===== src/rtl/field_rev_defines.svh =====
// Functional notes
// - any assigned high input inverts select input three
// - low fault input debounced, per-terminal fault code
// - fault and alarm come from terminals only
// - low alarm input raises per-terminal alarm
// - all checkback inputs high before leaving waiting
// - direction low contactor one, high contactor two
// - reversal runs to end, then recheck direction
// - armature off, zero current, field inhibit, low field
// - delay, open contactor, fixed gap, close other
// - invert speed polarity unless back-emf source
// - release field inhibit, half field, armature enable
// - brake button held minimum time, contactor closed
// - reverse for braking only if not already braking
// - internal shutdown, wait slow and zero, inhibit pulses
// - hold shutdown until release then off and on
// - after release reverse back only on mismatch
// - field monitor wait at start, delayed fault running
// - all field monitor inputs high means field ok
`ifndef FIELD_REV_DEFINES_SVH
`define FIELD_REV_DEFINES_SVH

// register indices on the plain port
`define ADDR_MAP_LAST 4'h6
`define ADDR_DEB 4'h7
`define ADDR_CHG 4'h8
`define ADDR_SRC 4'h9
`define ADDR_WAIT 4'hA
`define ADDR_GRACE 4'hB
`define ADDR_STATUS 4'hC
`define ADDR_ISTS 4'hD
`define ADDR_IMASK 4'hE

// function map slots
`define MAP_POL 0
`define MAP_FLT 1
`define MAP_ALM 2
`define MAP_LC 3
`define MAP_DIR 4
`define MAP_BRK 5
`define MAP_FOK 6

// interrupt status bits
`define IRQ_FLT 0
`define IRQ_ALM 1
`define IRQ_FFLT 2
`define IRQ_REV 3
`define IRQ_BRK 4

// reset values and back-emf source code
`define RST_DEB 16'h000A
`define RST_CHG 12'h000
`define RST_SRC 2'h0
`define RST_WAIT 16'h01F4
`define RST_GRACE 16'h0000
`define SRC_EMF 2'h3

// timing
`define MCLK_HZ 32'h0098_9680
`define HZ_PER_KHZ 32'h0000_03E8
`define CONTACTOR_GAP_MS 17'h0_0064
`define BRAKE_HOLD_MS 17'h0_001E
`define FIELD_FAULT_MS 17'h0_01F4

`endif


===== src/rtl/field_rev_pkg.sv =====
package field_rev_pkg;
    typedef enum logic [5:0] {
        R_IDLE = 6'h01,
        R_ARM = 6'h02,
        R_FLD = 6'h04,
        R_DLY = 6'h08,
        R_OPEN = 6'h10,
        R_RISE = 6'h20
    } rev_state_t;

    typedef enum logic [5:0] {
        B_IDLE = 6'h01,
        B_STOP = 6'h02,
        B_HOLD = 6'h04,
        B_BACK = 6'h08,
        B_OFF = 6'h10,
        B_ON = 6'h20
    } brk_state_t;

    typedef struct packed {
        rev_state_t rs;
        brk_state_t bs;
        logic [15:0] div;
        logic tick;
        logic [15:0] rcnt;
        logic dir;
        logic c1;
        logic c2;
        logic fpi;
        logic arm_en;
        logic spinv;
        logic shut;
        logic apinh;
        logic sel3inv;
        logic lc_ok;
        logic fok;
        logic ffault;
        logic [5:0] flt;
        logic [5:0] alm;
        logic [6:0][5:0] map;
        logic [15:0] deb;
        logic [11:0] chg;
        logic [1:0] src;
        logic [15:0] wait_ms;
        logic [15:0] grace;
        logic [4:0] ists;
        logic [4:0] imask;
        logic [15:0] rdata;
    } core_t;

    typedef struct packed {
        logic [16:0] cnt;
        logic done;
    } hold_t;
endpackage


===== src/rtl/hold_if.sv =====
`timescale 1ns/1ps
interface hold_if;
    logic tick;
    logic level;
    logic [16:0] limit;
    logic done;
    modport ctl (output tick, output level, output limit, input done);
    modport tmr (input tick, input level, input limit, output done);
endinterface


===== src/rtl/field_reversal_binary_inputs.sv =====
// Our own choices: the placing of the registers and the strobed register port.
`timescale 1ns/1ps
`include "field_rev_defines.svh"
module field_reversal_binary_inputs #(
    parameter int CYC_PER_MS = `MCLK_HZ / `HZ_PER_KHZ
) (
    input wire logic mclk,
    input wire logic resetn,
    input wire logic [3:0] reg_addr,
    input wire logic [15:0] reg_wdata,
    input wire logic reg_wr,
    input wire logic reg_rd,
    output logic [15:0] reg_rdata,
    output logic irq,
    input wire logic [5:0] term_in,
    input wire logic armature_current_zero,
    input wire logic field_below_min,
    input wire logic field_above_half,
    input wire logic speed_below_min,
    input wire logic speed_negative_raw,
    input wire logic line_contactor_closed,
    input wire logic switch_on_cmd,
    input wire logic field_wait_phase,
    input wire logic drive_running,
    output logic select3_invert,
    output logic [5:0] external_fault,
    output logic [5:0] external_alarm,
    output logic line_contactor_ok,
    output logic external_field_ok,
    output logic field_fault,
    output logic field_contactor_one_out,
    output logic field_contactor_two_out,
    output logic field_pulse_inhibit,
    output logic armature_enable,
    output logic speed_polarity_invert,
    output logic internal_shutdown,
    output logic armature_pulse_inhibit
);
    // refuse divider settings the tick logic cannot serve
    if (CYC_PER_MS < 2 || CYC_PER_MS > 65535) begin : g_chk
        $error("CYC_PER_MS out of range");
    end

    field_rev_pkg::core_t s_r;
    field_rev_pkg::core_t s_nxt;
    hold_if hi [8] ();
    logic [7:0] done;
    logic dir_in;
    logic btn;
    logic rev_go;
    logic brk_req;
    logic [4:0] iset;
    logic [4:0] iclr;

    // terminal decoding: any-high direction and brake button functions
    assign dir_in = |(term_in & s_r.map[`MAP_DIR]);
    assign btn = |(term_in & s_r.map[`MAP_BRK]);

    // one hold timer per fault terminal, brake button and field monitor
    for (genvar g = 0; g < 8; g++) begin : g_hold
        assign hi[g].tick = s_r.tick;
        if (g < 6) begin : g_flt
            assign hi[g].level = s_r.map[`MAP_FLT][g] & ~term_in[g];
            assign hi[g].limit = {1'b0, s_r.deb};
        end else if (g == 6) begin : g_brk
            assign hi[g].level = btn & line_contactor_closed;
            assign hi[g].limit = `BRAKE_HOLD_MS;
        end else begin : g_fok
            assign hi[g].level = (field_wait_phase | drive_running) & ~s_r.fok;
            assign hi[g].limit = field_wait_phase ? {1'b0, s_r.wait_ms}
                                                  : {1'b0, s_r.grace} + `FIELD_FAULT_MS;
        end
        assign done[g] = hi[g].done;
        hold_timer u_hold (
            .mclk(mclk),
            .resetn(resetn),
            .hi(hi[g])
        );
    end

    // next state of the whole block
    always_comb begin
        s_nxt = s_r;
        rev_go = 1'b0;
        brk_req = 1'b0;
        iset = 5'h00;
        iclr = 5'h00;
        s_nxt.rdata = 16'h0000;

        // millisecond tick divider
        s_nxt.tick = 1'b0;
        if (s_r.div == 16'(CYC_PER_MS - 1)) begin
            s_nxt.div = 16'h0000;
            s_nxt.tick = 1'b1;
        end else begin
            s_nxt.div = s_r.div + 16'h0001;
        end

        // register writes
        if (reg_wr) begin
            if (reg_addr <= `ADDR_MAP_LAST) begin
                s_nxt.map[reg_addr[2:0]] = reg_wdata[5:0];
            end
            case (reg_addr)
                `ADDR_DEB: s_nxt.deb = reg_wdata;
                `ADDR_CHG: s_nxt.chg = reg_wdata[11:0];
                `ADDR_SRC: s_nxt.src = reg_wdata[1:0];
                `ADDR_WAIT: s_nxt.wait_ms = reg_wdata;
                `ADDR_GRACE: s_nxt.grace = reg_wdata;
                `ADDR_ISTS: iclr = reg_wdata[4:0];
                `ADDR_IMASK: s_nxt.imask = reg_wdata[4:0];
                default: ;
            endcase
        end

        // sampled input functions
        s_nxt.sel3inv = |(term_in & s_r.map[`MAP_POL]);
        s_nxt.flt = done[5:0];
        s_nxt.alm = s_r.map[`MAP_ALM] & ~term_in;
        s_nxt.lc_ok = &(term_in | ~s_r.map[`MAP_LC]);
        s_nxt.fok = &(term_in | ~s_r.map[`MAP_FOK]);
        s_nxt.ffault = done[7];
        iset[`IRQ_FLT] = |(s_nxt.flt & ~s_r.flt);
        iset[`IRQ_ALM] = |(s_nxt.alm & ~s_r.alm);
        iset[`IRQ_FFLT] = s_nxt.ffault & ~s_r.ffault;

        // braking with field reversal
        case (s_r.bs)
            field_rev_pkg::B_IDLE: begin
                if (done[6]) begin
                    s_nxt.bs = field_rev_pkg::B_STOP;
                    s_nxt.shut = 1'b1;
                    brk_req = ~(speed_negative_raw ^ s_r.dir);
                end
            end
            field_rev_pkg::B_STOP: begin
                if (s_r.rs == field_rev_pkg::R_IDLE && speed_below_min && armature_current_zero) begin
                    s_nxt.apinh = 1'b1;
                    s_nxt.bs = field_rev_pkg::B_HOLD;
                end
            end
            field_rev_pkg::B_HOLD: begin
                if (!btn) begin
                    s_nxt.bs = field_rev_pkg::B_BACK;
                end
            end
            field_rev_pkg::B_BACK: begin
                if (s_r.rs == field_rev_pkg::R_IDLE) begin
                    if (dir_in != s_r.dir) begin
                        brk_req = 1'b1;
                    end else begin
                        s_nxt.bs = field_rev_pkg::B_OFF;
                    end
                end
            end
            field_rev_pkg::B_OFF: begin
                if (!switch_on_cmd) begin
                    s_nxt.bs = field_rev_pkg::B_ON;
                end
            end
            field_rev_pkg::B_ON: begin
                if (switch_on_cmd) begin
                    s_nxt.bs = field_rev_pkg::B_IDLE;
                    s_nxt.shut = 1'b0;
                    s_nxt.apinh = 1'b0;
                    iset[`IRQ_BRK] = 1'b1;
                end
            end
            default: s_nxt.bs = field_rev_pkg::B_IDLE;
        endcase

        // direction switch acts only outside a braking sequence
        rev_go = brk_req | (s_r.bs == field_rev_pkg::B_IDLE && !done[6] && dir_in != s_r.dir);

        // field reversal interlock sequence
        case (s_r.rs)
            field_rev_pkg::R_IDLE: begin
                if (rev_go) begin
                    s_nxt.rs = field_rev_pkg::R_ARM;
                    s_nxt.arm_en = 1'b0;
                end
            end
            field_rev_pkg::R_ARM: begin
                if (armature_current_zero) begin
                    s_nxt.rs = field_rev_pkg::R_FLD;
                    s_nxt.fpi = 1'b1;
                end
            end
            field_rev_pkg::R_FLD: begin
                if (field_below_min) begin
                    s_nxt.rs = field_rev_pkg::R_DLY;
                    s_nxt.rcnt = 16'h0000;
                end
            end
            field_rev_pkg::R_DLY: begin
                if (s_r.rcnt >= {4'h0, s_r.chg}) begin
                    s_nxt.rs = field_rev_pkg::R_OPEN;
                    s_nxt.c1 = 1'b0;
                    s_nxt.c2 = 1'b0;
                    s_nxt.rcnt = 16'h0000;
                end else if (s_r.tick) begin
                    s_nxt.rcnt = s_r.rcnt + 16'h0001;
                end
            end
            field_rev_pkg::R_OPEN: begin
                if ({1'b0, s_r.rcnt} >= `CONTACTOR_GAP_MS) begin
                    s_nxt.rs = field_rev_pkg::R_RISE;
                    s_nxt.dir = ~s_r.dir;
                    s_nxt.c1 = s_r.dir;
                    s_nxt.c2 = ~s_r.dir;
                    s_nxt.fpi = 1'b0;
                end else if (s_r.tick) begin
                    s_nxt.rcnt = s_r.rcnt + 16'h0001;
                end
            end
            field_rev_pkg::R_RISE: begin
                if (field_above_half) begin
                    s_nxt.rs = field_rev_pkg::R_IDLE;
                    s_nxt.arm_en = 1'b1;
                    iset[`IRQ_REV] = 1'b1;
                end
            end
            default: s_nxt.rs = field_rev_pkg::R_IDLE;
        endcase

        // speed polarity follows the selected field unless back-emf feedback
        s_nxt.spinv = s_nxt.dir && (s_nxt.src != `SRC_EMF);

        // sticky events, a new event beats a write-one clear
        s_nxt.ists = (s_r.ists & ~iclr) | iset;

        // register reads, data in the following cycle
        if (reg_rd) begin
            if (reg_addr <= `ADDR_MAP_LAST) begin
                s_nxt.rdata = {10'h000, s_r.map[reg_addr[2:0]]};
            end
            case (reg_addr)
                `ADDR_DEB: s_nxt.rdata = s_r.deb;
                `ADDR_CHG: s_nxt.rdata = {4'h0, s_r.chg};
                `ADDR_SRC: s_nxt.rdata = {14'h0000, s_r.src};
                `ADDR_WAIT: s_nxt.rdata = s_r.wait_ms;
                `ADDR_GRACE: s_nxt.rdata = s_r.grace;
                `ADDR_STATUS: s_nxt.rdata = {s_r.rs != field_rev_pkg::R_IDLE, s_r.bs != field_rev_pkg::B_IDLE,
                                             s_r.dir, s_r.c1, s_r.c2, s_r.fpi, s_r.arm_en, s_r.shut,
                                             s_r.apinh, s_r.lc_ok, s_r.fok, s_r.ffault, s_r.sel3inv, 3'h0};
                `ADDR_ISTS: s_nxt.rdata = {11'h000, s_r.ists};
                `ADDR_IMASK: s_nxt.rdata = {11'h000, s_r.imask};
                default: ;
            endcase
        end
    end

    // state register with constant reset values
    always_ff @(posedge mclk or negedge resetn) begin
        if (!resetn) begin
            s_r <= '0;
            s_r.rs <= field_rev_pkg::R_IDLE;
            s_r.bs <= field_rev_pkg::B_IDLE;
            s_r.c1 <= 1'b1;
            s_r.arm_en <= 1'b1;
            s_r.lc_ok <= 1'b1;
            s_r.fok <= 1'b1;
            s_r.deb <= `RST_DEB;
            s_r.chg <= `RST_CHG;
            s_r.src <= `RST_SRC;
            s_r.wait_ms <= `RST_WAIT;
            s_r.grace <= `RST_GRACE;
        end else begin
            s_r <= s_nxt;
        end
    end

    // outputs straight from the state register
    assign reg_rdata = s_r.rdata;
    assign irq = |(s_r.ists & s_r.imask);
    assign select3_invert = s_r.sel3inv;
    assign external_fault = s_r.flt;
    assign external_alarm = s_r.alm;
    assign line_contactor_ok = s_r.lc_ok;
    assign external_field_ok = s_r.fok;
    assign field_fault = s_r.ffault;
    assign field_contactor_one_out = s_r.c1;
    assign field_contactor_two_out = s_r.c2;
    assign field_pulse_inhibit = s_r.fpi;
    assign armature_enable = s_r.arm_en;
    assign speed_polarity_invert = s_r.spinv;
    assign internal_shutdown = s_r.shut;
    assign armature_pulse_inhibit = s_r.apinh;
endmodule


===== src/rtl/hold_timer.sv =====
`timescale 1ns/1ps
module hold_timer (
    input wire logic mclk,
    input wire logic resetn,
    hold_if.tmr hi
);
    field_rev_pkg::hold_t s_r;
    field_rev_pkg::hold_t s_nxt;

    // count millisecond ticks while the level holds, done once past the limit
    always_comb begin
        s_nxt = s_r;
        if (!hi.level) begin
            s_nxt.cnt = 17'h0_0000;
            s_nxt.done = 1'b0;
        end else if (s_r.cnt > hi.limit) begin
            s_nxt.done = 1'b1;
        end else if (hi.tick) begin
            s_nxt.cnt = s_r.cnt + 17'h0_0001;
        end
    end

    // state register
    always_ff @(posedge mclk or negedge resetn) begin
        if (!resetn) begin
            s_r <= '0;
        end else begin
            s_r <= s_nxt;
        end
    end

    assign hi.done = s_r.done;
endmodule


===== config.mk =====
export PLATFORM = sky130hd
export DESIGN_NAME = field_reversal_binary_inputs
export DESIGN_NICKNAME = d
export VERILOG_FILES = /design/src/rtl/field_rev_pkg.sv /design/src/rtl/hold_if.sv /design/src/rtl/field_reversal_binary_inputs.sv /design/src/rtl/hold_timer.sv
export VERILOG_INCLUDE_DIRS = /design/src /design/src/rtl
export SDC_FILE = /design/constraint.sdc
export NUM_CORES = 1
export LEC_CHECK = 0
export BUFFER_PORTS_ARGS = -buffer_cell sky130_fd_sc_hd__buf_2
export CAP_MARGIN = 20
export CORE_MARGIN = 4
export CORE_UTILIZATION = 44
export DETAILED_ROUTE_END_ITERATION = 12
export PLACE_DENSITY_LB_ADDON = 0.1
export SYNTH_ARGS = -nofsm -noshare
export SYNTH_HDL_FRONTEND = slang
export SYNTH_SLANG_ARGS = --single-unit

===== constraint.sdc =====
create_clock -name mclk -period 4.2 [get_ports mclk]
set_clock_uncertainty 0.1 [all_clocks]
set_input_delay 0.21 -clock mclk [delete_from_list [all_inputs] [get_ports mclk]]
set_output_delay 0.21 -clock mclk [all_outputs]
set_load 0.05 [all_outputs]

==> results of run 1 <==
metal layers:
layer,wire (um),global-route usage [%],up-vias
li1,-,-,7471
met3,3069,4.254,88
met4,1489,6.785,2
met2,24380,33.93,375
met1,25910,31.88,7866
met5,13,0,-
registers in the layout, indices dropped and copies added, names as in the netlist:
signal	count
s_r	143
hi.limit	16
speed_polarity_invert	1
field_contactor_one_out	1
select3_invert	1
field_pulse_inhibit	1
field_contactor_two_out	1
armature_enable	1
armature_pulse_inhibit	1
external_alarm	6
external_field_ok	1
hi.tick	1
g_hold.u_hold.hi.done	8
reg_rdata	16
internal_shutdown	1
line_contactor_ok	1
g_hold.u_hold.s_r	136
external_fault	6
field_fault	1
worst max-delay path, stage by stage (launching register included):
cell and delay, ns:
dfrtp_1 0.43, ha_1 0.24, nor3_2 0.19, nand2_1 0.13, and3_1 0.24, nand2_1 0.08
xor2_1 0.07, nor2_1 0.08, a21oi_1 0.06, ha_1 0.32, nand4_1 0.11, or4_4 0.57
nor3_4 0.29, o21ai_4 0.18, or4_1 0.54, a21oi_1 0.16
logic make-up after synthesis:
kind of cell,Yosys count
compound gates,426
simple gates,684
fa+ha+maj,140
buf+inv,204
flops,343
xor+xnor,76
mux,145
per-stage QoR:
step / instances / util [%] / setup WS (ns) / total power [mW] / area, um^2
floorplan: 2018 / - / 0.5554 / 5.412 / 19940
global placement: 2604 / 46.59 / 0.1878 / 6.101 / 20740
detailed placement: 2604 / 46.59 / 0.07485 / 6.164 / 20740
CTS: 2711 / 50.25 / 0.05978 / 9.728 / 22370
global route: 2714 / 50.33 / 0.02648 / 10.14 / 22400
finish: 2714 / 50.33 / 0.3124 / 9.621 / 22400
layout make-up:
cell class,instances,area (um^2)
Inverter,101,379.1
Sequential cell,343,8601
Multi-Input combinational cell,1471,10460
Fill cell,4132,22110
Clock buffer,63,1211
Tap cell,592,740.7
Timing Repair Buffer,132,914.6
Clock inverter,12,95.09
power groups by stage:
stage	logic, mW	clock network, mW	registers (mW)
6_report	2.05	3.48	4.09
5_1_grt	2.28	3.72	4.14
4_1_cts	2.07	3.59	4.08
3_5_place_dp	2.03	0	4.13
3_3_place_gp	1.98	0	4.12
2_1_floorplan	1.37	0	4.04
cells in the final DEF (no fill, tap or decap), drive strengths merged, types with 63 or more instances in the layout:
| cell type | n |
|---|---|
| o21ai | 68 |
| nor2 | 144 |
| inv | 102 |
| mux2 | 101 |
| nand2 | 175 |
| dfrtp | 329 |
| a21oi | 137 |
| nand3 | 66 |
| ha | 140 |
| buf | 100 |
| clkbuf | 63 |
how the worst min path moves through the flow:
stage	startpoint	end	depth (start not counted)
5_1_grt	reg_addr[3]	reg_rdata[4]	3
3_5_place_dp	resetn	g_hold[7].u_hold.s_r[14]	1
6_report	reg_addr[3]	reg_rdata[4]	3
3_3_place_gp	resetn	g_hold[7].u_hold.s_r[14]	1
4_1_cts	reg_wr	s_r[58]	3
2_1_floorplan	resetn	armature_pulse_inhibit	0
timing repair:
| item | CTS | global route |
|---|---|---|
| buffers inserted | 0 | 2 |
| hold buffers | 32 | 0 |
| gates resized for setup | 0 | 2 |
| hold endpoints to repair | 175 | 0 |
| endpoints found under the setup margin | 0 | 17 |
==> metrics.txt, run 1 <==
vias in the first global route=15.56k; highest clock rate=257.2 MHz; cell with the most instances after synthesis=dfrtp_1; Pint=6.513 mW; GRT Residual Overflow=0; DRT Wirelength=54,870 um; # DRC=0; die area=48,780 um^2; status=finished clean; largest area contributor in the netlist=dfrtp_1; pwr/cell area=429.4 nW/um^2; Setup violations, final=0; Skew-Pair Late Insertion Delay=0.57 ns; H-tree levels=2; Pleak=9.975 nW; FF-to-FF path depth=15; simple logic cell fraction of the synthesized area=17.82%; Die X=220.9 um; routed len/inst=20.22 um; largest family of logic cells by synthesized area=simple AND/OR/NAND/NOR gates; Initial DRC Count=1,146; Synth area leaders=dfrtp_1 (41%), ha_1 (8.8%), mux2_2 (5.7%); Initial Util=44.79%; Synth Flop Type=dfrtp_1; Root Buffer=clkbuf_16; TritonCTS Buffers=41; crit-path max FO=14; critical path launch point=s_r[29]; post-route clock period utilization=92.56%; EDFF count, synth=0; Layout Area Growth over Synthesis=12.38%; Via density=5.822; crit path DAT=4.28 ns; actual slew at the worst max-slew pin=0.9977 ns; Synth Cell Area=19,940 um^2; FFs w/ async S/R, synth=100.0%; Max Cap Violations=0; Worst-path clk slew=0.06 ns; first-pass GRT wire length=87,830 um; Final ANT Viol Nets=0; xor/xnor share of the synthesized area=3.339%; Hold Crit Class=in2reg; mux share of post-synthesis cell area=8.290%; io pins=79; post-synthesis compound-gate area fraction=14.13%; antenna violations before repair=2; Flop pwr share=42.5%; final hold violations=0; R2R Path Start=s_r[29]; Final Wtd Congestion=0.8548; CTS max path bufs=3; Sw Ratio=32.30%; synth cell count leaders=dfrtp_1 (329), nand2_1 (175), nor2_1 (144); Comb pwr share=21.3%; Reg2Reg Setup Slack=0.31 ns; final slew viol count=0; post-synthesis sequential area ratio=43.14%; syn_area_per_cell=9.879 um^2; post-DP HPWL=38,700 um; Syn Nets=2,197; post-layout min period=3.888 ns; CP Capture Type=flip-flop; slew margin rel.=33.49%; CTS tree=built; PortBufs=78; Req. time, crit path=4.59 ns; clock power share=36.2%; Sinks on Clock Net=343; setup_tns=0 ns; antenna cells=0; RSZ-0062 raised after global routing=false; largest net degree at the start of global routing=111; Net Sw Power=3.108 mW; Rows=77; Critical Path Sink=g_hold[7].u_hold.s_r[16]; synthesized instance count=2,018; CP Launch Type=flip-flop; Final #Nets=2,269; #FFs+latches synth=343; crit path kind=reg2reg; total track usage=22.09%; via count=15.80k; library cells used by synthesis=91; Yosys top cell area share=41.30%; core area=44,510 um^2; worst hold slack=0.07032 ns; r2r endpoint=g_hold[7].u_hold.s_r[16]; VDD IR max=0.0002792 V; Die Y=220.9 um; Post-Synth Adder-Cell Area=8.786%; layout cells sized above 1=15.41%; Syn. warnings=0; First-pass DRT Iterations=5
Note: power is estimated with default switching activity, not from simulation.
==> inputs of run 2 (changes only) <==
--- a/config.mk
+++ b/config.mk
@@ -7,7 +7,6 @@
 export NUM_CORES = 1
 export LEC_CHECK = 0
 export BUFFER_PORTS_ARGS = -buffer_cell sky130_fd_sc_hd__buf_2
-export CAP_MARGIN = 20
 export CORE_MARGIN = 4
 export CORE_UTILIZATION = 44
 export DETAILED_ROUTE_END_ITERATION = 12
==> constraint.sdc (replaced) <==
create_clock -name mclk -period 4.9 [get_ports mclk]
set_clock_uncertainty 0.1 [all_clocks]
set_input_delay 0.245 -clock mclk [delete_from_list [all_inputs] [get_ports mclk]]
set_output_delay 0.245 -clock mclk [all_outputs]
set_load 0.05 [all_outputs]
==> run 2 against run 1 <==
  * Register-to-register slack better by 0.44 ns
  * Non-clock buffer count down 19
  * Routed wire length down 0.63%
  * Clock power shrank 7.5%
  * Cell count down 0.74%
  * Hold slack worse by 0.036 ns
  * Largest cell class unchanged
==> metrics.txt, run 2 (synthesis results as in run 1) <==
crit path max-delay cell type=or4_4 (unchanged); via count=15.74k (was 15.80k); Worst-path clk slew=0.06 ns (about the same); RSZ-0062 raised after global routing=false (unchanged); R2R Path Start=s_r[28] (was s_r[29]); die area=48,780 um^2 (unchanged); GR Util met3=3.697% (was 4.254%); Skew-Pair Late Insertion Delay=0.56 ns (was 0.57 ns); Final ANT Viol Nets=0 (unchanged); CP Launch Type=flip-flop (unchanged); final hold violations=0 (unchanged); io pins=79 (unchanged); Reg2Reg Setup Slack=0.75 ns (was 0.31 ns); max reg flops=143 (unchanged); r2r endpoint=g_hold[7].u_hold.s_r[16] (unchanged); Sinks on Clock Net=343 (unchanged); crit path DAT=4.52 ns (was 4.28 ns); CTS Hold Bufs=27 (was 32); highest clock rate=241.2 MHz (was 257.2 MHz); TritonCTS Buffers=40 (was 41); Initial Util=44.79% (unchanged); PortBufs=78 (unchanged); CTS tree=built (unchanged); Layout Area Growth over Synthesis=12.09% (was 12.38%); crit-path leading delay family=simple AND/OR/NAND/NOR gates (unchanged); largest net degree at the start of global routing=124 (was 111); first-pass GRT wire length=87,800 um (was 87,830 um); setup_tns=0 ns (unchanged); Die Y=220.9 um (unchanged); post_cts resized=0 (unchanged); met1 usage=32.65% (was 31.88%); Post-CTS Setup Bufs=0 (unchanged); utilization after layout=50.21% (was 50.33%); FF-to-FF path depth=15 (unchanged); antenna violations before repair=2 (unchanged); worst path bufs/invs=0 (unchanged); Via density=5.844 (was 5.822); biggest regs=s_r: 143 flops, g_hold.u_hold.s_r: 136 flops (unchanged); antenna cells=0 (unchanged); Critical Path Sink=g_hold[7].u_hold.s_r[16] (unchanged); VDD IR max=0.0002590 V (was 0.0002792 V); GRT met2 Usage=33.84% (was 33.93%); Req. time, crit path=5.28 ns (was 4.59 ns); Pleak=9.942 nW (was 9.975 nW); most common cell after layout, fill and taps aside=dfrtp_1 (unchanged); post-route clock period utilization=84.60% (was 92.56%); Rows=77 (unchanged); crit path kind=reg2reg (unchanged); Final #Nets=2,249 (was 2,269); # DRC=0 (unchanged); Initial DRC Count=1,172 (was 1,146); Root Buffer=clkbuf_16 (unchanged); H-tree levels=2 (unchanged); pwr/cell area=378.7 nW/um^2 (was 429.4 nW/um^2); vias in the first global route=15.56k (about the same); Max Cap Violations=0 (unchanged); layout cells sized above 1=15.08% (was 15.41%); crit-path max FO=14 (unchanged); CTS max path bufs=3 (unchanged); status=finished clean (unchanged); gr busiest metal=met2 (unchanged); routed len/inst=20.24 um (was 20.22 um); First-pass DRT Iterations=5 (unchanged); Critical Path Max Stage Delay=0.57 ns (about the same); actual slew at the worst max-slew pin=1.158 ns (was 0.9977 ns); worst-path cell chain=ha_1 > nor3_1 > nand2_1 > and3_1 > nand2_1 > xor2_1 > nor2_1 > a21oi_1 > ha_1 > nand4_1 > or4_4 > nor3_4 > o21ai_2 > or4_1 > a21oi_1 (was ha_1 > nor3_2 > nand2_1 > and3_1 > nand2_1 > xor2_1 > nor2_1 > a21oi_1 > ha_1 > nand4_1 > or4_4 > nor3_4 > o21ai_4 > or4_1 > a21oi_1); core area=44,510 um^2 (unchanged); total track usage=22.06% (was 22.09%); CP Depth=15 (unchanged); Die X=220.9 um (unchanged); Hold Crit Class=in2reg (unchanged); Top reg by flops=s_r (unchanged); final slew viol count=0 (unchanged); critical path launch point=s_r[28] (was s_r[29]); slew margin rel.=22.55% (was 33.49%); Setup violations, final=0 (unchanged); Final Wtd Congestion=0.8277 (was 0.8548); DRT Wirelength=54,520 um (was 54,870 um); post-DP HPWL=38,060 um (was 38,700 um); CP Capture Type=flip-flop (unchanged); GRT Residual Overflow=0 (unchanged); most frequent cells in the layout=dfrtp_1 (329), nand2_1 (175), nor2_1 (144), ha_1 (140), a21oi_1 (137) (unchanged); post-layout min period=4.145 ns (was 3.888 ns)
==> run 2: changes by cell type in the layout (fill, tap and decap cells not counted), sizes merged, moves of 5 or more <==
| cell | previous run | this run |
|---|---|---|
| buf | 100 | 86 |
| bufinv | 1 | 6 |
| clkbuf | 63 | 58 |
| dlygate4sd3 | 32 | 27 |
==> run 2: worst min path at each step <==
| stage | start | endpoint | slack (ns) | depth (start not counted) |
|---|---|---|---|---|
| floorplan | resetn | armature_pulse_inhibit | -0.15 | 0 |
| global placement | resetn | g_hold[7].u_hold.s_r[17] | 0.24 | 1 |
| detailed placement | resetn | g_hold[7].u_hold.s_r[16] | 0.25 | 1 |
| CTS | reg_wdata[3] | s_r[127] | 0.002 | 3 |
| global route | reg_wdata[1] | s_r[107] | 0.04 | 3 |
| finish | reg_wdata[3] | s_r[127] | 0.03 | 3 |
==> run 2: worst reg2reg max path, cell delays in order (launching register included) <==
cell and delay [ns]:
dfrtp_1 0.43, ha_1 0.24, nor3_1 0.35, nand2_1 0.16
and3_1 0.25, nand2_1 0.08, xor2_1 0.06, nor2_1 0.09
a21oi_1 0.05, ha_1 0.32, nand4_1 0.12, or4_4 0.57
nor3_4 0.32, o21ai_2 0.23, or4_1 0.55, a21oi_1 0.14
==> run 2: cell type report <==
cell class / count / area, um^2
Clock buffer: 58 / 1180
Clock inverter: 16 / 241.5
Fill cell: 4165 / 22160
Inverter: 101 / 379.1
Multi-Input combinational cell: 1471 / 10450
Sequential cell: 343 / 8601
Tap cell: 592 / 740.7
Timing Repair Buffer: 113 / 755.7
==> run 2: layer usage <==
metal  up-vias  part of all wire (%)
li1       7426                     -
met1      7835                    48
met2       410                    44
met3        72                   5.5
met4         0                   2.3
met5         -                     0
==> run 2: metrics by stage <==
stage          total power [mW]  setup slack (ns)  hold slack (ns)  std cells  cell area [um^2]
2_1_floorplan             4.639             1.255          -0.1506       2018             19940
3_3_place_gp              5.224            0.8316           0.2440       2593             20660
3_5_place_dp              5.273            0.7548           0.2458       2593             20660
4_1_cts                   8.554            0.7338         0.002274       2694             22350
5_1_grt                   8.923            0.3900          0.03880       2694             22350
6_report                  8.462            0.7548          0.03439       2694             22350
==> run 2: power by group <==
part / internal, mW / switching, mW / total, mW
combinational: 0.654 / 1.09 / 1.74
clock: 1.99 / 1.22 / 3.22
sequential: 3.15 / 0.352 / 3.51
